File: src/rtl/eaad_pkg.sv
// package: register map, field layout, thresholds and carriers of the e1 ais alarm detector
package eaad_pkg;

	// ==========================================================
	// register indices (byte address is four times the index)
	localparam logic [5:0] IDX_BLOCK_IRQ_EN    = 6'h01;
	localparam logic [5:0] IDX_ALARM_STATUS    = 6'h02;
	localparam logic [5:0] IDX_ALARM_IRQ_EN    = 6'h03;
	localparam logic [5:0] IDX_CLEAR_MODE      = 6'h05;
	localparam logic [5:0] IDX_ALARM_GEN_CTRL  = 6'h08;

	// ==========================================================
	// field positions
	localparam int BIT_BLOCK_ALARM_EN  = 1;  // block-level alarm/error enable
	localparam int BIT_AIS_STATE       = 6;  // read-only ais state
	localparam int BIT_AIS16_STATE     = 5;  // read-only ais16 state
	localparam int BIT_AIS_CHANGE      = 1;  // ais state change, sticky
	localparam int BIT_AIS16_CHANGE    = 0;  // ais16 state change, sticky
	localparam int BIT_READ_CLEARS     = 0;  // reset-upon-read select
	localparam int SEL_LO              = 0;  // detection select field, bits 1-0

	// ==========================================================
	// reset values
	localparam logic [7:0] RST_BLOCK_IRQ_EN   = 8'h00;
	localparam logic [7:0] RST_ALARM_IRQ_EN   = 8'h00;
	localparam logic [7:0] RST_CLEAR_MODE     = 8'h00;
	localparam logic [7:0] RST_ALARM_GEN_CTRL = 8'h00;

	// ==========================================================
	// detection and integration figures
	localparam logic [1:0] ZERO_LIMIT      = 2'h3;   // fewer zeros than this per frame pair
	localparam logic [4:0] DET_PER_INT     = 5'h10;  // sixteen possible detections
	localparam logic [4:0] DET_VALID_MIN   = 5'h0D;  // thirteen detections make a valid flag
	localparam logic [4:0] AIS_DECLARE     = 5'h19;  // 25 valid flags
	localparam logic [4:0] AIS16_DECLARE   = 5'h16;  // 22 valid flags
	localparam logic [4:0] LAST_SLOT       = 5'h1F;
	localparam logic [4:0] SIGNAL_SLOT     = 5'h10;
	localparam int         INTERVAL_US     = 4000;   // 4 ms integration interval
	localparam int         CLK_PERIOD_NS   = 100;
	localparam int         INTERVAL_CYCLES = (INTERVAL_US * 1000) / CLK_PERIOD_NS;

	// ==========================================================
	// types
	typedef enum logic [1:0] {
		SEL_OFF       = 2'h0,
		SEL_UNFRAMED  = 2'h1,
		SEL_AIS16     = 2'h2,
		SEL_FRAMED    = 2'h3
	} eaad_sel_t;

	typedef struct packed {
		logic       valid;  // one byte of the receive stream this cycle
		logic [4:0] slot;   // time slot number of the byte
		logic [7:0] data;   // received byte
	} eaad_rx_byte_t;

endpackage

File: src/rtl/eaad_top.sv
// e1 receive ais / ais16 alarm detector with apb register slave
`timescale 1ns/1ns
// ==========================================================
// Operation
// detection: under three zeros per frame pair
// framed mode skips time slot 0
// thirteen of sixteen detections per interval valid
// valid flags count up, declare at 25
// invalid interval counts down, clear at zero
// ais16: two ts16 all-ones, multiframe lost
// ais16 flags count up, declare at 22
// no ais16 flag counts down, clear zero
// select bits 1-0 choose detection type
// ais change raises interrupt when enabled
// per-source enable bit 1 gates ais
// block enable bit 1 gates all alarms
// status bit 6 shows ais state
// status bit 1 set on ais change
// read clears if selected, else write-clear
// change bit held until cleared by status read or write
// flag counters saturate at threshold and zero
module eaad_top #(
	parameter int INTERVAL_LEN = eaad_pkg::INTERVAL_CYCLES
) (
	// clock and reset
	input  wire logic                   clk,
	input  wire logic                   rstn,
	// apb slave
	input  wire logic                   psel,
	input  wire logic                   penable,
	input  wire logic [7:0]             paddr,
	input  wire logic                   pwrite,
	input  wire logic [31:0]            pwdata,
	output logic      [31:0]            prdata,
	output logic                        pready,
	output logic                        pslverr,
	// receive line side
	input  wire eaad_pkg::eaad_rx_byte_t rx_byte,
	input  wire logic                   cas_mf_lost,
	// alarm outputs
	output logic                        ais_alarm,
	output logic                        ais16_alarm,
	output logic                        irq
);

	// elaboration check: the interval counter is 20 bits wide
	if (INTERVAL_LEN < 2 || INTERVAL_LEN > 1048576) begin : g_bad_interval
		$error("eaad_top: INTERVAL_LEN out of range");
	end

	// ==========================================================
	// helpers

	// number of zero bits in a byte
	function automatic logic [3:0] zeros_in(input logic [7:0] b);
		logic [3:0] n;
		n = 4'h0;
		for (int i = 0; i < 8; i++) begin
			n = n + {3'h0, ~b[i]};
		end
		return n;
	endfunction

	// up/down flag counter, held at both ends
	function automatic logic [4:0] flag_step(input logic [4:0] c, input logic up,
			input logic [4:0] top);
		if (up) begin
			return (c >= top) ? top : c + 5'h01;
		end
		return (c == 5'h00) ? 5'h00 : c - 5'h01;
	endfunction

	// ==========================================================
	// registers
	logic [7:0]  block_irq_en_q;
	logic [7:0]  alarm_irq_en_q;
	logic [7:0]  clear_mode_q;
	logic [7:0]  alarm_gen_ctrl_q;
	logic        ais_chg_q;
	logic        ais16_chg_q;
	logic        ais_state_q;
	logic        ais16_state_q;
	logic [1:0]  pair_zeros_q;
	logic        pair_half_q;
	logic        ts16_ones_q;
	logic [4:0]  ais_det_q;
	logic [4:0]  ais16_det_q;
	logic [4:0]  ais_flags_q;
	logic [4:0]  ais16_flags_q;
	logic [19:0] tick_cnt_q;
	logic [31:0] prdata_q;
	logic        pready_q;
	logic        pslverr_q;
	logic        irq_q;

	eaad_pkg::eaad_sel_t sel;
	logic        access;
	logic        wr_now;
	logic        rd_now;
	logic [5:0]  idx;
	logic        addr_ok;
	logic        tick;
	logic        frame_end;
	logic        byte_counts;
	logic [3:0]  byte_zeros;
	logic [4:0]  zero_sum;
	logic        ais_det_hit;
	logic        ais16_det_hit;
	logic [4:0]  ais_flags_d;
	logic [4:0]  ais16_flags_d;
	logic        ais_state_d;
	logic        ais16_state_d;
	logic        ais_mode;

	// ==========================================================
	// apb decode: one wait state, request taken while pready_q is clear
	assign access  = psel & penable & ~pready_q;
	assign idx     = paddr[7:2];
	assign addr_ok = (paddr[1:0] == 2'h0) &&
		(idx == eaad_pkg::IDX_BLOCK_IRQ_EN || idx == eaad_pkg::IDX_ALARM_STATUS ||
		 idx == eaad_pkg::IDX_ALARM_IRQ_EN || idx == eaad_pkg::IDX_CLEAR_MODE ||
		 idx == eaad_pkg::IDX_ALARM_GEN_CTRL);
	assign wr_now  = access & pwrite & addr_ok;
	assign rd_now  = access & ~pwrite & addr_ok;
	assign sel     = eaad_pkg::eaad_sel_t'(alarm_gen_ctrl_q[eaad_pkg::SEL_LO +: 2]);
	assign ais_mode = (sel == eaad_pkg::SEL_UNFRAMED) || (sel == eaad_pkg::SEL_FRAMED);

	// bus handshake and error answer
	always_ff @(posedge clk) begin
		if (!rstn) begin
			pready_q  <= 1'b0;
			pslverr_q <= 1'b0;
		end else begin
			pready_q  <= access;
			pslverr_q <= access & ~addr_ok;
		end
	end

	// read data, captured on the access edge
	always_ff @(posedge clk) begin
		if (!rstn) begin
			prdata_q <= 32'h0000_0000;
		end else if (access) begin
			prdata_q <= 32'h0000_0000;
			if (!pwrite) begin
				unique case (idx)
					eaad_pkg::IDX_BLOCK_IRQ_EN:   prdata_q[7:0] <= block_irq_en_q;
					eaad_pkg::IDX_ALARM_IRQ_EN:   prdata_q[7:0] <= alarm_irq_en_q;
					eaad_pkg::IDX_CLEAR_MODE:     prdata_q[7:0] <= clear_mode_q;
					eaad_pkg::IDX_ALARM_GEN_CTRL: prdata_q[7:0] <= alarm_gen_ctrl_q;
					eaad_pkg::IDX_ALARM_STATUS: begin
						prdata_q[eaad_pkg::BIT_AIS_STATE]    <= ais_state_q;
						prdata_q[eaad_pkg::BIT_AIS16_STATE]  <= ais16_state_q;
						prdata_q[eaad_pkg::BIT_AIS_CHANGE]   <= ais_chg_q;
						prdata_q[eaad_pkg::BIT_AIS16_CHANGE] <= ais16_chg_q;
					end
					default: prdata_q <= 32'h0000_0000;
				endcase
			end
		end
	end

	// per-register write strobes, taken on the access edge
	logic        wr_block_en;
	logic        wr_alarm_en;
	logic        wr_clear_mode;
	logic        wr_gen_ctrl;
	assign wr_block_en   = wr_now && (idx == eaad_pkg::IDX_BLOCK_IRQ_EN);
	assign wr_alarm_en   = wr_now && (idx == eaad_pkg::IDX_ALARM_IRQ_EN);
	assign wr_clear_mode = wr_now && (idx == eaad_pkg::IDX_CLEAR_MODE);
	assign wr_gen_ctrl   = wr_now && (idx == eaad_pkg::IDX_ALARM_GEN_CTRL);

	// block-level alarm interrupt enable
	always_ff @(posedge clk) begin
		if (!rstn) begin
			block_irq_en_q <= eaad_pkg::RST_BLOCK_IRQ_EN;
		end else if (wr_block_en) begin
			block_irq_en_q <= pwdata[7:0];
		end
	end

	// per-source alarm interrupt enables
	always_ff @(posedge clk) begin
		if (!rstn) begin
			alarm_irq_en_q <= eaad_pkg::RST_ALARM_IRQ_EN;
		end else if (wr_alarm_en) begin
			alarm_irq_en_q <= pwdata[7:0];
		end
	end

	// change-bit clear mode select
	always_ff @(posedge clk) begin
		if (!rstn) begin
			clear_mode_q <= eaad_pkg::RST_CLEAR_MODE;
		end else if (wr_clear_mode) begin
			clear_mode_q <= pwdata[7:0];
		end
	end

	// detection select and the rest of the control byte
	always_ff @(posedge clk) begin
		if (!rstn) begin
			alarm_gen_ctrl_q <= eaad_pkg::RST_ALARM_GEN_CTRL;
		end else if (wr_gen_ctrl) begin
			alarm_gen_ctrl_q <= pwdata[7:0];
		end
	end

	// ==========================================================
	// interval timer: one tick every 4 ms
	assign tick = (tick_cnt_q == 20'(INTERVAL_LEN - 1));

	always_ff @(posedge clk) begin
		if (!rstn) begin
			tick_cnt_q <= 20'h00000;
		end else if (tick) begin
			tick_cnt_q <= 20'h00000;
		end else begin
			tick_cnt_q <= tick_cnt_q + 20'h00001;
		end
	end

	// ==========================================================
	// frame-pair zero counting for ais detection
	assign frame_end   = rx_byte.valid && (rx_byte.slot == eaad_pkg::LAST_SLOT);
	assign byte_counts = rx_byte.valid &&
		!(sel == eaad_pkg::SEL_FRAMED && rx_byte.slot == 5'h00);
	assign byte_zeros  = byte_counts ? zeros_in(rx_byte.data) : 4'h0;
	assign zero_sum    = {3'h0, pair_zeros_q} + {1'h0, byte_zeros};
	assign ais_det_hit = frame_end && pair_half_q && ais_mode &&
		(zero_sum < {3'h0, eaad_pkg::ZERO_LIMIT});

	// running zero count, saturating at the limit, reset every second frame
	always_ff @(posedge clk) begin
		if (!rstn) begin
			pair_zeros_q <= 2'h0;
			pair_half_q  <= 1'b0;
		end else if (rx_byte.valid) begin
			if (frame_end && pair_half_q) begin
				pair_zeros_q <= 2'h0;
			end else if (zero_sum >= {3'h0, eaad_pkg::ZERO_LIMIT}) begin
				pair_zeros_q <= eaad_pkg::ZERO_LIMIT;
			end else begin
				pair_zeros_q <= zero_sum[1:0];
			end
			if (frame_end) begin
				pair_half_q <= ~pair_half_q;
			end
		end
	end

	// ==========================================================
	// ais16 detection: consecutive all-ones slot 16 bytes while multiframe lost
	assign ais16_det_hit = rx_byte.valid && (rx_byte.slot == eaad_pkg::SIGNAL_SLOT) &&
		(sel == eaad_pkg::SEL_AIS16) && cas_mf_lost &&
		(rx_byte.data == 8'hFF) && ts16_ones_q;

	always_ff @(posedge clk) begin
		if (!rstn) begin
			ts16_ones_q <= 1'b0;
		end else if (rx_byte.valid && rx_byte.slot == eaad_pkg::SIGNAL_SLOT) begin
			ts16_ones_q <= (rx_byte.data == 8'hFF);
		end
	end

	// ==========================================================
	// detection counters per interval
	always_ff @(posedge clk) begin
		if (!rstn) begin
			ais_det_q <= 5'h00;
		end else if (tick) begin
			ais_det_q <= 5'h00;
		end else if (ais_det_hit && ais_det_q < eaad_pkg::DET_PER_INT) begin
			ais_det_q <= ais_det_q + 5'h01;
		end
	end

	// ais16 detections in the same interval
	always_ff @(posedge clk) begin
		if (!rstn) begin
			ais16_det_q <= 5'h00;
		end else if (tick) begin
			ais16_det_q <= 5'h00;
		end else if (ais16_det_hit && ais16_det_q < eaad_pkg::DET_PER_INT) begin
			ais16_det_q <= ais16_det_q + 5'h01;
		end
	end

	// ==========================================================
	// flag integration and alarm state
	assign ais_flags_d = flag_step(ais_flags_q, ais_det_q >= eaad_pkg::DET_VALID_MIN,
		eaad_pkg::AIS_DECLARE);
	assign ais16_flags_d = flag_step(ais16_flags_q, ais16_det_q != 5'h00,
		eaad_pkg::AIS16_DECLARE);
	assign ais_state_d = (ais_flags_d == eaad_pkg::AIS_DECLARE) ? 1'b1 :
		(ais_flags_d == 5'h00) ? 1'b0 : ais_state_q;
	assign ais16_state_d = (ais16_flags_d == eaad_pkg::AIS16_DECLARE) ? 1'b1 :
		(ais16_flags_d == 5'h00) ? 1'b0 : ais16_state_q;

	// ais flag counter and state, stepped on each tick
	always_ff @(posedge clk) begin
		if (!rstn) begin
			ais_flags_q <= 5'h00;
			ais_state_q <= 1'b0;
		end else if (tick) begin
			ais_flags_q <= ais_flags_d;
			ais_state_q <= ais_state_d;
		end
	end

	// ais16 flag counter and state, stepped on each tick
	always_ff @(posedge clk) begin
		if (!rstn) begin
			ais16_flags_q <= 5'h00;
			ais16_state_q <= 1'b0;
		end else if (tick) begin
			ais16_flags_q <= ais16_flags_d;
			ais16_state_q <= ais16_state_d;
		end
	end

	// ==========================================================
	// sticky change bits: set wins over read-clear and write-one-clear
	logic status_hit;
	logic rd_clear;
	logic ais_set;
	logic ais16_set;
	assign status_hit = idx == eaad_pkg::IDX_ALARM_STATUS;
	assign rd_clear   = rd_now && status_hit && clear_mode_q[eaad_pkg::BIT_READ_CLEARS];
	assign ais_set    = tick && (ais_state_d != ais_state_q);
	assign ais16_set  = tick && (ais16_state_d != ais16_state_q);

	always_ff @(posedge clk) begin
		if (!rstn) begin
			ais_chg_q <= 1'b0;
		end else if (ais_set) begin
			ais_chg_q <= 1'b1;
		end else if (rd_clear ||
				(wr_now && status_hit && pwdata[eaad_pkg::BIT_AIS_CHANGE])) begin
			ais_chg_q <= 1'b0;
		end
	end

	// ais16 change bit, same clearing rules
	always_ff @(posedge clk) begin
		if (!rstn) begin
			ais16_chg_q <= 1'b0;
		end else if (ais16_set) begin
			ais16_chg_q <= 1'b1;
		end else if (rd_clear ||
				(wr_now && status_hit && pwdata[eaad_pkg::BIT_AIS16_CHANGE])) begin
			ais16_chg_q <= 1'b0;
		end
	end

	// ==========================================================
	// interrupt: per-source enable and block enable
	always_ff @(posedge clk) begin
		if (!rstn) begin
			irq_q <= 1'b0;
		end else begin
			irq_q <= block_irq_en_q[eaad_pkg::BIT_BLOCK_ALARM_EN] &&
				((ais_chg_q && alarm_irq_en_q[eaad_pkg::BIT_AIS_CHANGE]) ||
				 (ais16_chg_q && alarm_irq_en_q[eaad_pkg::BIT_AIS16_CHANGE]));
		end
	end

	// ==========================================================
	// outputs
	assign prdata      = prdata_q;
	assign pready      = pready_q;
	assign pslverr     = pslverr_q;
	assign ais_alarm   = ais_state_q;
	assign ais16_alarm = ais16_state_q;
	assign irq         = irq_q;

endmodule // eaad_top

File: config.mk
export PLATFORM = sky130hd
export DESIGN_NAME = eaad_top
export DESIGN_NICKNAME = d
export VERILOG_FILES = /design/src/rtl/eaad_pkg.sv /design/src/rtl/eaad_top.sv
export SDC_FILE = /design/constraint.sdc
export NUM_CORES = 1
export LEC_CHECK = 0
export ABC_AREA = 1
export BUFFER_PORTS_ARGS = -buffer_cell sky130_fd_sc_hd__buf_2
export CAP_MARGIN = 20
export CORE_UTILIZATION = 55
export DETAILED_ROUTE_END_ITERATION = 10
export PLACE_DENSITY = 0.84
export SYNTH_ARGS = -nofsm -noshare
export SYNTH_HDL_FRONTEND = slang
export SYNTH_SLANG_ARGS = --single-unit
File: constraint.sdc
create_clock -name clk -period 5.5 [get_ports clk]
set_input_delay 0 -clock clk [delete_from_list [all_inputs] [get_ports clk]]
set_output_delay 0 -clock clk [all_outputs]
set_load 0.01 [all_outputs]
==> results.md, run 1 <==
| Step | Result | Reported |
|:---|:---|:---|
| power and ir drop | Internal power of the cells | 0.938 mW |
| logic synthesis | Largest cells by area after synthesis | sky130_fd_sc_hd__dfxtp_1 (35%), sky130_fd_sc_hd__inv_1 (8.6%), sky130_fd_sc_hd__nand2_1 (7.8%) |
| detailed routing | First drt pass iteration count | 5 |
| detailed routing | Number of design-rule violations left by the first detailed-router iteration | 257 |
| logic synthesis | Dominant synthesized flop cell | sky130_fd_sc_hd__dfxtp_1 |
| timing | Final Cycle Share | 65.9% |
| logic synthesis | Synthesized area per cell | 7.28 um^2 |
| floorplan | Chip width | 99.1 um |
| logic synthesis | Cell area after synthesis | 5180 um^2 |
| detailed routing | Avg Vias per Cell | 5.49 |
| clock tree | Clock latency reported for the late side of the worst-skew pair | 0.38 ns |
| floorplan | Height of the chip | 99.1 um |
| setup path | Worst reg-to-reg path cell count | 11 |
| setup path | List of cells traversed by the critical path | buf_2, fa_1, inv_1, fa_1, fa_1, ha_1, fa_1, inv_1, nor2_1, fa_1, nand2_1, nand3_1, nor2_1, nand2_1, o21ai_0, a21oi_1 |
| floorplan | Floorplan Core Area | 9200 um^2 |
| timing | Number of pins with negative max-slew slack in the final report | 0 |
| clock tree | Clock tree from TritonCTS | yes |
| layout | Final standard cell count with taps included and fillers excluded | 877 |
| global route | Total global-route track usage | 24.9% |
| placed design | Placed instance count | 852 |
| setup path | Critical path start-end classification | input pin to flip-flop |
| placed design | Half-perimeter wire length after detailed placement | 8.41 mm |
| timing | Worst hold slack | 0.0170 ns |
| global route | First-pass GRT wire length | 19.6 mm |
| timing | Final WS setup | 1.88 ns |
| logic synthesis | Synth Warn # | 0 |
| placed design | Post-place instance area | 5370 um^2 |
| hold path | Hold depth | 5 |
| setup path | Critical path capture point type | flip-flop |
| run | Number of maximum-capacitance violations | 0 |
| hold path | Terminating pin of the worst hold path | ts16_ones_q$_SDFFE_PN0P_ |
| global route | Largest net degree at the start of global routing | 40 |
| layout | Sequential standard cell area | 1820 um^2 |
| logic synthesis | Most instantiated cells after synthesis | sky130_fd_sc_hd__inv_1 (119), sky130_fd_sc_hd__nand2_1 (107), sky130_fd_sc_hd__dfxtp_1 (91), sky130_fd_sc_hd__a21oi_1 (66), sky130_fd_sc_hd__o21ai_0 (54) |
| floorplan | Row Count | 35 |
| placed design | Buffers on Ports | 48 |
| detailed routing | Post-DR wirelength/cell | 13.5 um |
| setup path | Most common cell type on the critical path | sky130_fd_sc_hd__fa_1 |
| timing | Worst Skew | 0.0148 ns |
| floorplan | Area enclosed by the die boundary | 9810 um^2 |
| logic synthesis | Post-synthesis async set-or-reset flop share | 0% |
| clock tree | Clock buffer count from CTS | 9 |
| clock tree | Clock slew at the register clock pins of the worst setup and hold paths | 0.11 ns |
| logic synthesis | Number of synthesized register bits | 91 |
| power and ir drop | IR Drop Worst-Case VDD | 172 uV |
| clock tree | Maximum buffer depth of the clock tree | 2 |
| setup path | Startpoint of the most critical register-to-register path | alarm_gen_ctrl_q[1]$_SDFFE_PN0P_ |
| power and ir drop | NetSw | 0.363 mW |
| global route | Vias in the first global route | 4488 |
| timing | Total negative slack for setup checks | 0 ns |
| run status | Outcome | complete, no violations |
| floorplan | Initial Utilization | 56.3% |
| floorplan | Io pins | 97 |
| global route | Global-route congestion overflow total | 0 |
| setup path | Critical path fanouts, max | 5 |
| timing | Final setup vio count | 0 |
| timing | Maximum clock frequency | 276 MHz |
| power and ir drop | Gate power share | 10.3% |
| timing | Worst Tran Pin Value | 0.682 ns |
| timing | RSZ-0062 raised after global routing | false |
| layout | Antenna cell count | 0 |
| power and ir drop | Seq pwr share | 51.5% |
| power and ir drop | Total power per unit cell area | 229 nW/um^2 |
| hold path | Critical hold path startpoint | rx_byte[5] |
| layout | Final std cell area, no fill | 5680 um^2 |
| layout | Relative area change from synthesis to final layout | 9.61% |
| hold path | Path class of the lowest-slack min-delay path | input pin to flip-flop |
| power and ir drop | Fraction of power consumed by the clock network | 38.3% |
| detailed routing | Vias after detailed routing | 4818 |
| setup path | End of the worst register-to-register path | ais_det_q[0]$_SDFFE_PP0P_ |
| timing | Post-route minimum period | 3.62 ns |
| timing | Remaining max-slew budget at the tightest pin | 54.5% |
| layout | Final-layout fill cell count | 801 |
| power and ir drop | Net switching fraction of the power | 27.9% |
| clock tree | Clock sink total | 91 |
| layout | Area of the multi-input gates | 2700 um^2 |
| detailed routing | Final routed DRC violation total | 0 |
| logic synthesis | Sequential element share of the synthesized area | 35.2% |
| clock tree | Post-CTS Resized | 0 |
| setup path | Setup slack, reg-to-reg | 2.98 ns |
| setup path | Type of origin of the critical path | input pin |
| clock tree | Number of levels in the clock H-tree | 3 |
| logic synthesis | Number of synthesized flops with an enable pin | 0 |
| clock tree | Clock tree root buffer cell | sky130_fd_sc_hd__clkbuf_8 |
| power and ir drop | Leak pwr | 2.42 nW |
| logic synthesis | Post-synthesis instance total | 712 |
| logic synthesis | Netlist cell types | 41 |
| setup path | Critical path data arrival time | 3.89 ns |
| logic synthesis | Most common cell in the netlist | sky130_fd_sc_hd__inv_1 |
| logic synthesis | Most area-hungry cell type in the Yosys netlist | sky130_fd_sc_hd__dfxtp_1 |
| global route | Initial antenna violation count | 0 |
| setup path | Peak per-stage delay on the critical path | 0.53 ns |
| placed design | Weighted congestion reported at the end of routability-driven placement | 0.875 |
| setup path | Master of the slowest instance on the critical path | sky130_fd_sc_hd__fa_1 |
| detailed routing | Number of antenna-violating nets in the routed design | 0 |
| timing | Final-report hold violation count | 0 |
| setup path | Required @ worst endpoint | 5.76 ns |
| layout | Final #Nets | 843 |
| layout | Share of post-route cells with drive strength above 1 | 13.3% |
| placed design | Worst setup slack after placement | 1.51 ns |
| detailed routing | Final WL | 11.9 mm |
| logic synthesis | Area fraction of the dominant cell type after synthesis | 35.2% |
metrics by stage:
stage          utilization [%]  power (mW)
2_1_floorplan                -       0.785
3_3_place_gp              58.4       0.805
3_5_place_dp              58.4       0.811
4_1_cts                   61.8        1.30
5_1_grt                   61.8        1.36
6_report                  61.8        1.30
worst max path at each step:
stage	startpoint	to	slack, ns
after global routing	rx_byte[0]	ais_det_q[0]$_SDFFE_PP0P_	1.63
after global placement	rx_byte[0]	ais_det_q[0]$_SDFFE_PP0P_	1.61
final	rx_byte[0]	ais_det_q[0]$_SDFFE_PP0P_	1.88
after detailed placement	rx_byte[0]	ais_det_q[0]$_SDFFE_PP0P_	1.51
after CTS	rx_byte[0]	ais_det_q[0]$_SDFFE_PP0P_	1.88
after floorplan	rx_byte[0]	ais_det_q[0]$_SDFFE_PP0P_	1.92
placed cells by master (no fill, tap or decap), types with 5 or more instances in the layout:
master	netlist	final
sky130_fd_sc_hd__nor2_4	6	6
sky130_fd_sc_hd__nand3_4	5	5
sky130_fd_sc_hd__ha_1	17	17
sky130_fd_sc_hd__clkbuf_8	0	9
sky130_fd_sc_hd__nand4_1	16	16
sky130_fd_sc_hd__nor2_2	7	7
sky130_fd_sc_hd__xor2_1	13	13
sky130_fd_sc_hd__nor4_1	7	7
sky130_fd_sc_hd__fa_1	5	5
sky130_fd_sc_hd__nor3_1	12	12
sky130_fd_sc_hd__nand2_1	107	107
sky130_fd_sc_hd__o21ai_1	9	9
sky130_fd_sc_hd__nand3_1	38	38
sky130_fd_sc_hd__dfxtp_1	91	91
sky130_fd_sc_hd__o21ai_0	54	54
sky130_fd_sc_hd__buf_2	7	48
sky130_fd_sc_hd__dlygate4sd3_1	0	9
sky130_fd_sc_hd__inv_1	119	119
sky130_fd_sc_hd__a21oi_1	66	66
sky130_fd_sc_hd__conb_1	1	24
sky130_fd_sc_hd__nor2_1	45	45
sky130_fd_sc_hd__o22ai_1	17	17
sky130_fd_sc_hd__nand2_2	5	5
sequential cells by signal (all words and copies together) (netlist names):
name              flops
pready                1
ais_flags_q           5
alarm_irq_en_q        8
ais16_flags_q         5
ais_det_q             5
alarm_gen_ctrl_q      8
ais_chg_q             1
ais16_alarm           1
pair_half_q           1
pair_zeros_q          2
ais16_det_q           5
ais_alarm             1
prdata                8
ais16_chg_q           1
irq                   1
ts16_ones_q           1
tick_cnt_q           20
pslverr               1
clear_mode_q          8
block_irq_en_q        8
cells by family (layout without fill, tap and decap cells):
group | count (synthesis) | in the layout | synth area share, %
fa+ha+maj | 22 | 22 | 6.04
flops | 91 | 91 | 35.2
other cells | 1 | 24 | 0.0724
simple gates | 261 | 261 | 25.7
xor+xnor | 16 | 16 | 2.70
compound gates | 155 | 155 | 15.9
buf+inv | 166 | 197 | 14.5
worst max-delay path: cells and delay by family:
kind | cells | cell delay [ns]
AO/OA/AOI/OAI | 2 | 0.24
buffers and inverters | 3 | 0.21
AND/OR/NAND/NOR | 5 | 0.78
adder cells (fa/ha/maj) | 6 | 2.64
power by group through the flow:
stage / clock network [mW] / logic [mW] / registers (mW)
after floorplan: 0 / 0.101 / 0.684
after global placement: 0 / 0.120 / 0.684
after detailed placement: 0 / 0.126 / 0.685
after CTS: 0.502 / 0.133 / 0.670
after global routing: 0.532 / 0.153 / 0.670
final: 0.498 / 0.133 / 0.670
layout make-up:
| class | count | share of cell area (%) |
|---|---|---|
| Multi-Input combinational cell | 478 | 47.5 |
| Sequential cell | 91 | 32.1 |
| Inverter | 123 | 8.22 |
| Timing Repair Buffer | 58 | 5.95 |
| Tap cell | 111 | 2.45 |
| Clock buffer | 9 | 2.18 |
| Clock inverter | 7 | 1.65 |
routing by layer:
layer | share of wire, % | vias to the layer above | track usage (%) | wire (um)
met5 | 0 | - | 0 | 0
met4 | 2.1 | 0 | 10.4 | 250
met3 | 6.4 | 30 | 5.04 | 756
met2 | 49 | 184 | 43.1 | 5810
met1 | 43 | 2230 | 30.1 | 5050
li1 | - | 2374 | - | -
what timing repair did:
action | CTS | global route
endpoints found under the hold margin | 32 | 0
setup buffers | 0 | 0
hold buffers | 9 | 0
Power figures use the tool's default switching activity.
==> inputs of run 2 (changes only) <==
clock period = 3.55 ns   (was 5.5 ns; I/O delays follow)
==> run 2 against run 1 <==
Against the previous run:
- register-to-register slack worse by 2.0 ns
- worst hold slack better by 0.029 ns
- sequential share of layout area down 0.15 points
- clock power up 33%
- core utilization up 0.30 points
- final cell count up 0.57%
- largest cell class unchanged
==> results.md, run 2 (synthesis gave the netlist of run 1 again) <==
| Step | Result | Reported | Delta |
|:---|:---|:---|:---|
| floorplan | Row Count | 35 | unchanged |
| setup path | Critical path capture point type | flip-flop | unchanged |
| setup path | Critical path data arrival time | 3.69 ns | was 3.89 ns |
| setup path | Most common cell type on the critical path | sky130_fd_sc_hd__fa_1 | unchanged |
| hold path | Critical hold path startpoint | rx_byte[4] | was rx_byte[5] |
| timing | Post-route minimum period | 3.40 ns |  |
| placed design | Worst setup slack after placement | -0.353 ns | was 1.51 ns |
| layout | Most common cell after layout, fill and taps aside | sky130_fd_sc_hd__inv_1 | unchanged |
| detailed routing | Vias after detailed routing | 4797 | was 4818 |
| timing | Worst Skew | 0.0130 ns | was 0.0148 ns |
| timing | Final WS setup | 0.153 ns | was 1.88 ns |
| floorplan | Area enclosed by the die boundary | 9810 um^2 | unchanged |
| setup path | Cell class contributing the biggest share of worst-path delay | adder cells | unchanged |
| timing | Number of pins with negative max-slew slack in the final report | 0 | unchanged |
| global route | First-pass GRT wire length | 19.5 mm | was 19.6 mm |
| setup path | Startpoint of the most critical register-to-register path | alarm_gen_ctrl_q[1]$_SDFFE_PN0P_ | unchanged |
| setup path | List of cells traversed by the critical path | buf_2, fa_1, inv_1, fa_1, fa_1, ha_2, fa_1, inv_1, nor2_4, fa_2, nand2_1, nand3_1, nor2_2, buf_4, nand3_1, a21oi_2 | was buf_2, fa_1, inv_1, fa_1, fa_1, ha_1, fa_1, inv_1, nor2_1, fa_1, nand2_1, nand3_1, nor2_1, nand2_1, o21ai_0, a21oi_1 |
| power and ir drop | Total power per unit cell area | 339 nW/um^2 | was 229 nW/um^2 |
| floorplan | Floorplan Core Area | 9200 um^2 | unchanged |
| timing | Final setup vio count | 0 | unchanged |
| run status | Outcome | complete, no violations | unchanged |
| timing | Maximum clock frequency | 294 MHz |  |
| clock tree | Maximum buffer depth of the clock tree | 2 | unchanged |
| setup path | Master of the slowest instance on the critical path | sky130_fd_sc_hd__fa_1 | unchanged |
| floorplan | Chip width | 99.1 um | unchanged |
| hold path | Terminating pin of the worst hold path | ts16_ones_q$_SDFFE_PN0P_ | unchanged |
| detailed routing | Final WL | 11.6 mm | was 11.9 mm |
| detailed routing | Final routed DRC violation total | 0 | unchanged |
| layout | Register with the most flip-flops | tick_cnt_q | unchanged |
| hold path | Hold depth | 5 | unchanged |
| clock tree | Clock sink total | 91 | unchanged |
| layout | Relative area change from synthesis to final layout | 10.1% | was 9.61% |
| clock tree | Number of levels in the clock H-tree | 3 | unchanged |
| placed design | Weighted congestion reported at the end of routability-driven placement | 0.913 | was 0.875 |
| placed design | Buffers on Ports | 48 | unchanged |
| global route | Largest net degree at the start of global routing | 40 | unchanged |
| placed design | Half-perimeter wire length after detailed placement | 8.50 mm | was 8.41 mm |
| clock tree | Clock tree root buffer cell | sky130_fd_sc_hd__clkbuf_8 | unchanged |
| global route | Initial antenna violation count | 0 | unchanged |
| setup path | Worst reg-to-reg path cell count | 15 | was 11 |
| run | Number of maximum-capacitance violations | 0 | unchanged |
| clock tree | Clock latency reported for the late side of the worst-skew pair | 0.37 ns | was 0.38 ns |
| layout | Antenna cell count | 0 | unchanged |
| setup path | End of the worst register-to-register path | ais_det_q[1]$_SDFFE_PP0P_ | was ais_det_q[0]$_SDFFE_PP0P_ |
| setup path | Setup slack, reg-to-reg | 1.02 ns | was 2.98 ns |
| timing | RSZ-0062 raised after global routing | false | unchanged |
| detailed routing | First drt pass iteration count | 5 | unchanged |
| detailed routing | Number of design-rule violations left by the first detailed-router iteration | 284 | was 257 |
| setup path | Bufs and invs on worst path | 4 | was 3 |
| timing | Final-report hold violation count | 0 | unchanged |
| setup path | Critical path fanouts, max | 4 | was 5 |
| setup path | Critical path start-end classification | input pin to flip-flop | unchanged |
| detailed routing | Number of antenna-violating nets in the routed design | 0 | unchanged |
| clock tree | Clock buffer count from CTS | 9 | unchanged |
| timing | Final Cycle Share | 95.7% |  |
| global route | Global-route congestion overflow total | 0 | unchanged |
| timing | Total negative slack for setup checks | 0 ns | unchanged |
| setup path | Type of origin of the critical path | input pin | unchanged |
| power and ir drop | Leak pwr | 2.42 nW | about the same |
| floorplan | Initial Utilization | 56.3% | unchanged |
| clock tree | Clock tree from TritonCTS | yes | unchanged |
| clock tree | Buffers inserted during post-CTS setup optimization | 0 | unchanged |
| setup path | Required @ worst endpoint | 3.85 ns | was 5.76 ns |
| hold path | Path class of the lowest-slack min-delay path | input pin to flip-flop | unchanged |
| timing | Worst Tran Pin Value | 0.675 ns | was 0.682 ns |
| floorplan | Io pins | 97 | unchanged |
| timing | Remaining max-slew budget at the tightest pin | 54.9% | was 54.5% |
| layout | Share of post-route cells with drive strength above 1 | 14.8% | was 13.3% |
| layout | Final #Nets | 848 | was 843 |
| power and ir drop | IR Drop Worst-Case VDD | 314 uV | was 172 uV |
| setup path | Peak per-stage delay on the critical path | 0.53 ns | about the same |
| layout | Final-layout fill cell count | 823 | was 801 |
| clock tree | Clock slew at the register clock pins of the worst setup and hold paths | 0.10 ns | was 0.11 ns |
| global route | Total global-route track usage | 24.7% | was 24.9% |
| detailed routing | Post-DR wirelength/cell | 13.2 um | was 13.5 um |
| global route | Vias in the first global route | 4458 | was 4488 |
| layout | Most frequent cells in the layout | sky130_fd_sc_hd__inv_1 (119), sky130_fd_sc_hd__nand2_1 (106), sky130_fd_sc_hd__dfxtp_1 (91) | was sky130_fd_sc_hd__inv_1 (119), sky130_fd_sc_hd__nand2_1 (107), sky130_fd_sc_hd__dfxtp_1 (91) |
| floorplan | Height of the chip | 99.1 um | unchanged |
| detailed routing | Avg Vias per Cell | 5.44 | was 5.49 |
| layout | Number of flip-flops under the largest register name | 20 | unchanged |
## run 2: cell types whose count changed in the layout (fill, tap and decap cells not counted), moves of 2 or more
cell / before / now
sky130_fd_sc_hd__a21oi_2: 1 / 3
sky130_fd_sc_hd__buf_4: 1 / 6
sky130_fd_sc_hd__nor2_1: 45 / 43
sky130_fd_sc_hd__clkinv_4: 0 / 2
sky130_fd_sc_hd__a21oi_1: 66 / 64
## run 2: repair_timing
item                                   in CTS  in global routing
setup endpoints to repair                   0                  7
resized for setup                           0                  8
hold buffers                                9                  0
endpoints found under the hold margin      30                  0
## run 2: per-layer routing
layer	vias up	GRT usage [%]	part of all wire [%]
met5	-	0	0
li1	2385	-	-
met1	2191	31.0	44
met2	196	41.6	47
met3	25	5.04	7.0
met4	0	9.95	1.9
## run 2: final cells by class
| cell class | count | area [um^2] | area share, % |
|---|---|---|---|
| clock buffers | 9 | 124 | 2.17 |
| clock inverters | 7 | 58.8 | 1.03 |
| inverters | 123 | 467 | 8.18 |
| multi-input cells | 478 | 2720 | 47.7 |
| flip-flops and latches | 91 | 1820 | 31.9 |
| well taps | 111 | 139 | 2.43 |
| repair buffers | 63 | 375 | 6.58 |
## run 2: worst max path at each step
stage / start / slack, ns / cells past startpoint / to
after floorplan: rx_byte[0] / 0.02 / 15 / ais_det_q[0]$_SDFFE_PP0P_
after global placement: rx_byte[0] / -0.16 / 16 / ais_det_q[0]$_SDFFE_PP0P_
after detailed placement: rx_byte[0] / -0.35 / 16 / ais_det_q[0]$_SDFFE_PP0P_
after CTS: rx_byte[0] / 0.04 / 16 / ais_det_q[0]$_SDFFE_PP0P_
after global routing: rx_byte[0] / 0.003 / 20 / ais_det_q[1]$_SDFFE_PP0P_
final: rx_byte[0] / 0.15 / 16 / ais_det_q[3]$_SDFFE_PP0P_
## run 2: per-stage QoR
stage	utilization, %	power (mW)	area [um^2]	cells	hold slack, ns
2_1_floorplan	-	1.22	5270	735	0.173
3_3_place_gp	58.8	1.26	5410	857	0.317
3_5_place_dp	58.8	1.27	5410	857	0.328
4_1_cts	61.8	1.93	5680	882	0.0312
5_1_grt	62.1	2.02	5710	882	0.0731
6_report	62.1	1.93	5710	882	0.0458
## run 2: worst reg2reg max path, stage by stage (launching register included)
cell	delay, ns
sky130_fd_sc_hd__dfxtp_1	0.40
sky130_fd_sc_hd__nand3_1	0.09
sky130_fd_sc_hd__o21ai_0	0.47
sky130_fd_sc_hd__nor2_1	0.09
sky130_fd_sc_hd__ha_1	0.24
sky130_fd_sc_hd__fa_2	0.35
sky130_fd_sc_hd__nand3b_1	0.09
sky130_fd_sc_hd__nand2_1	0.06
sky130_fd_sc_hd__o21ai_0	0.10
sky130_fd_sc_hd__nand2_1	0.08
sky130_fd_sc_hd__nand2_1	0.09
sky130_fd_sc_hd__inv_1	0.06
sky130_fd_sc_hd__buf_4	0.14
sky130_fd_sc_hd__nand3_1	0.06
sky130_fd_sc_hd__nand2_1	0.06
sky130_fd_sc_hd__a21oi_2	0.10
## run 2: power breakdown
| part | total [mW] | internal, mW | switching, mW | leakage (nW) |
|---|---|---|---|---|
| registers | 1.04 | 1.03 | 0.00822 | 0.734 |
| clock network | 0.661 | 0.265 | 0.396 | 0.0921 |
| logic | 0.234 | 0.0936 | 0.140 | 1.60 |
| total | 1.93 | 1.39 | 0.545 | 2.42 |
==> inputs of run 3 (changes only) <==
CORE_UTILIZATION = 35   (was 55)
PLACE_DENSITY = 0.6   (was 0.84)
==> run 3 against run 2 <==
Against the previous run:
- the run now ends with DRC left
- global-route usage decreased by 9.2 points
- clock skew decreased by 0.0017 ns
- final cell count increased by 7.9%
- largest cell class unchanged
- critical path type unchanged
==> results.md, run 3 (synthesis gave the netlist of run 1 again) <==
| Step | Result | Reported | Delta |
|:---|:---|:---|:---|
| detailed routing | Vias after detailed routing | 4475 | was 4797 |
| global route | Initial antenna violation count | 0 | unchanged |
| layout | Final standard cell count with taps included and fillers excluded | 952 | was 882 |
| global route | First-pass GRT wire length | 18.8 mm | was 19.5 mm |
| timing | Number of pins with negative max-slew slack in the final report | 0 | unchanged |
| run | Number of maximum-capacitance violations | 0 | unchanged |
| placed design | Buffers on Ports | 48 | unchanged |
| setup path | Type of origin of the critical path | input pin | unchanged |
| setup path | Critical path start-end classification | input pin to flip-flop | unchanged |
| detailed routing | Final routed DRC violation total | 1 | was 0 |
| clock tree | Number of levels in the clock H-tree | 3 | unchanged |
| clock tree | Clock tree root buffer cell | sky130_fd_sc_hd__clkbuf_16 | was sky130_fd_sc_hd__clkbuf_8 |
| layout | Final-layout fill cell count | 1539 | was 823 |
| placed design | Weighted congestion reported at the end of routability-driven placement | 0.842 | was 0.913 |
| floorplan | Io pins | 97 | unchanged |
| layout | Relative area change from synthesis to final layout | 12.9% | was 10.1% |
| setup path | Critical path capture point type | flip-flop | unchanged |
| timing | Worst Tran Pin Value | 0.684 ns | was 0.675 ns |
| clock tree | Maximum buffer depth of the clock tree | 2 | unchanged |
| timing | Final setup vio count | 0 | unchanged |
| power and ir drop | IR Drop Worst-Case VDD | 221 uV | was 314 uV |
| global route | Total global-route track usage | 15.6% | was 24.7% |
| timing | Final-report hold violation count | 0 | unchanged |
| global route | Global-route congestion overflow total | 0 | unchanged |
| timing | Final Cycle Share | 94.1% | was 95.7% |
| timing | Worst Skew | 0.0113 ns | was 0.0130 ns |
| timing | Worst hold slack | 0.00908 ns | was 0.0458 ns |
| clock tree | Clock buffer count from CTS | 9 | unchanged |
| detailed routing | First drt pass iteration count | 7 | was 5 |
| placed design | Half-perimeter wire length after detailed placement | 8.30 mm | was 8.50 mm |
| timing | Final WS setup | 0.209 ns | was 0.153 ns |
| layout | Register with the most flip-flops | tick_cnt_q | unchanged |
| layout | Most frequent cells in the layout | sky130_fd_sc_hd__inv_1 (119), sky130_fd_sc_hd__nand2_1 (106), sky130_fd_sc_hd__dfxtp_1 (91) | unchanged |
| placed design | Worst setup slack after placement | -0.209 ns | was -0.353 ns |
| layout | Number of flip-flops under the largest register name | 20 | unchanged |
| clock tree | Buffers inserted during post-CTS setup optimization | 0 | unchanged |
| floorplan | Chip width | 124 um | was 99.1 um |
| run status | Outcome | finished, violations left | was complete, no violations |
| global route | Vias in the first global route | 4037 | was 4458 |
| layout | Most common cell after layout, fill and taps aside | sky130_fd_sc_hd__inv_1 | unchanged |
| power and ir drop | Total power per unit cell area | 371 nW/um^2 | was 339 nW/um^2 |
| floorplan | Row Count | 44 | was 35 |
| layout | Final #Nets | 845 | was 848 |
| run status | Violations in the final reports | DRC |  |
| timing | RSZ-0062 raised after global routing | false | unchanged |
| detailed routing | Final WL | 11.3 mm | was 11.6 mm |
| detailed routing | Avg Vias per Cell | 4.70 | was 5.44 |
| detailed routing | Number of design-rule violations left by the first detailed-router iteration | 334 | was 284 |
| hold path | Path class of the lowest-slack min-delay path | input pin to flip-flop | unchanged |
| timing | Remaining max-slew budget at the tightest pin | 54.4% | was 54.9% |
| floorplan | Area enclosed by the die boundary | 15300 um^2 | was 9810 um^2 |
| timing | Post-route minimum period | 3.34 ns | was 3.40 ns |
| detailed routing | Post-DR wirelength/cell | 11.9 um | was 13.2 um |
| clock tree | Clock latency reported for the late side of the worst-skew pair | 0.34 ns | was 0.37 ns |
| timing | Maximum clock frequency | 299 MHz | was 294 MHz |
| floorplan | Initial Utilization | 35.8% | was 56.3% |
| setup path | Critical path data arrival time | 3.61 ns | was 3.69 ns |
| floorplan | Floorplan Core Area | 14500 um^2 | was 9200 um^2 |
| layout | Share of post-route cells with drive strength above 1 | 14.3% | was 14.8% |
| power and ir drop | Leak pwr | 2.46 nW | was 2.42 nW |
| setup path | Critical path fanouts, max | 4 | unchanged |
| clock tree | Clock sink total | 91 | unchanged |
| setup path | Required @ worst endpoint | 3.82 ns | was 3.85 ns |
| global route | Largest net degree at the start of global routing | 40 | unchanged |
| detailed routing | Number of antenna-violating nets in the routed design | 0 | unchanged |
| layout | Antenna cell count | 0 | unchanged |
| clock tree | Clock tree from TritonCTS | yes | unchanged |
| floorplan | Height of the chip | 124 um | was 99.1 um |
| placed design | Placed instance count | 930 | was 857 |
| clock tree | Clock slew at the register clock pins of the worst setup and hold paths | 0.07 ns | was 0.10 ns |
[run 3: cell types whose count changed in the layout (fill, tap and decap cells not counted), moves of 2 or more]
| cell | change |
|---|---|
| sky130_fd_sc_hd__clkbuf_8 | -8 |
| sky130_fd_sc_hd__dlygate4sd3_1 | -3 |
| sky130_fd_sc_hd__clkbuf_16 | +9 |
| sky130_fd_sc_hd__a21oi_1 | +2 |
| sky130_fd_sc_hd__a21oi_2 | -2 |
[run 3: path summary, 6_finish.rpt]
check	start	to	slack (ns)	cells after the start
hold / removal	pwdata[1]	clear_mode_q[1]$_SDFFE_PN0P_	0.009	3
setup reg to reg	alarm_gen_ctrl_q[1]$_SDFFE_PN0P_	ais_det_q[1]$_SDFFE_PP0P_	1.14	15
hold reg to reg	block_irq_en_q[1]$_SDFFE_PN0P_	irq$_SDFF_PN0_	0.44	2
setup / recovery	rx_byte[0]	ais_det_q[3]$_SDFFE_PP0P_	0.21	16
[run 3: area by class of cell]
cell class,count,area (um^2),area share (%)
repair buffers,60,345,5.90
inverters,123,467,7.98
well taps,184,230,3.93
clock inverters,6,45.0,0.770
clock buffers,10,239,4.08
flip-flops and latches,91,1820,31.1
multi-input cells,478,2700,46.2
[run 3: through the flow]
step	power (mW)	TNS [ns]	utilization [%]	area [um^2]
6_report	2.17	0	40.4	5850
4_1_cts	2.20	0	40.4	5850
3_3_place_gp	1.27	-0.993	38.0	5500
5_1_grt	2.28	0	40.4	5850
3_5_place_dp	1.27	-1.07	38.0	5500
2_1_floorplan	1.22	0	-	5270
[run 3: critical path, stage by stage]
cell and delay [ns]:
sky130_fd_sc_hd__buf_2 0.12, sky130_fd_sc_hd__fa_1 0.52, sky130_fd_sc_hd__inv_1 0.05, sky130_fd_sc_hd__fa_1 0.50
sky130_fd_sc_hd__fa_1 0.42, sky130_fd_sc_hd__ha_1 0.23, sky130_fd_sc_hd__fa_1 0.48, sky130_fd_sc_hd__inv_1 0.04
sky130_fd_sc_hd__nor2_2 0.14, sky130_fd_sc_hd__fa_1 0.45, sky130_fd_sc_hd__nand2_1 0.09, sky130_fd_sc_hd__nand3_1 0.08
sky130_fd_sc_hd__nor2_2 0.14, sky130_fd_sc_hd__buf_4 0.14, sky130_fd_sc_hd__nand3_1 0.07, sky130_fd_sc_hd__a21oi_1 0.15
[run 3: what timing repair did]
action / in CTS / in global routing
hold buffers: 6 / 0
endpoints found under the setup margin: 0 / 5
resized for setup: 0 / 2
endpoints found under the hold margin: 19 / 0
[run 3: where the power goes]
part           switching [mW]  internal, mW  leakage [nW]  total, mW
combinational           0.128        0.0851          1.59      0.214
sequential            0.00803          1.03         0.734       1.04
clock                   0.422         0.500         0.144      0.923
total                   0.559          1.61          2.46       2.17
[run 3: routing by layer]
layer	vias to the layer above	wire length, um	GRT usage (%)
met5	-	0	0
met4	0	171	4.67
met3	13	683	3.57
met2	114	4950	24.0
met1	1963	5520	21.4
li1	2385	-	-
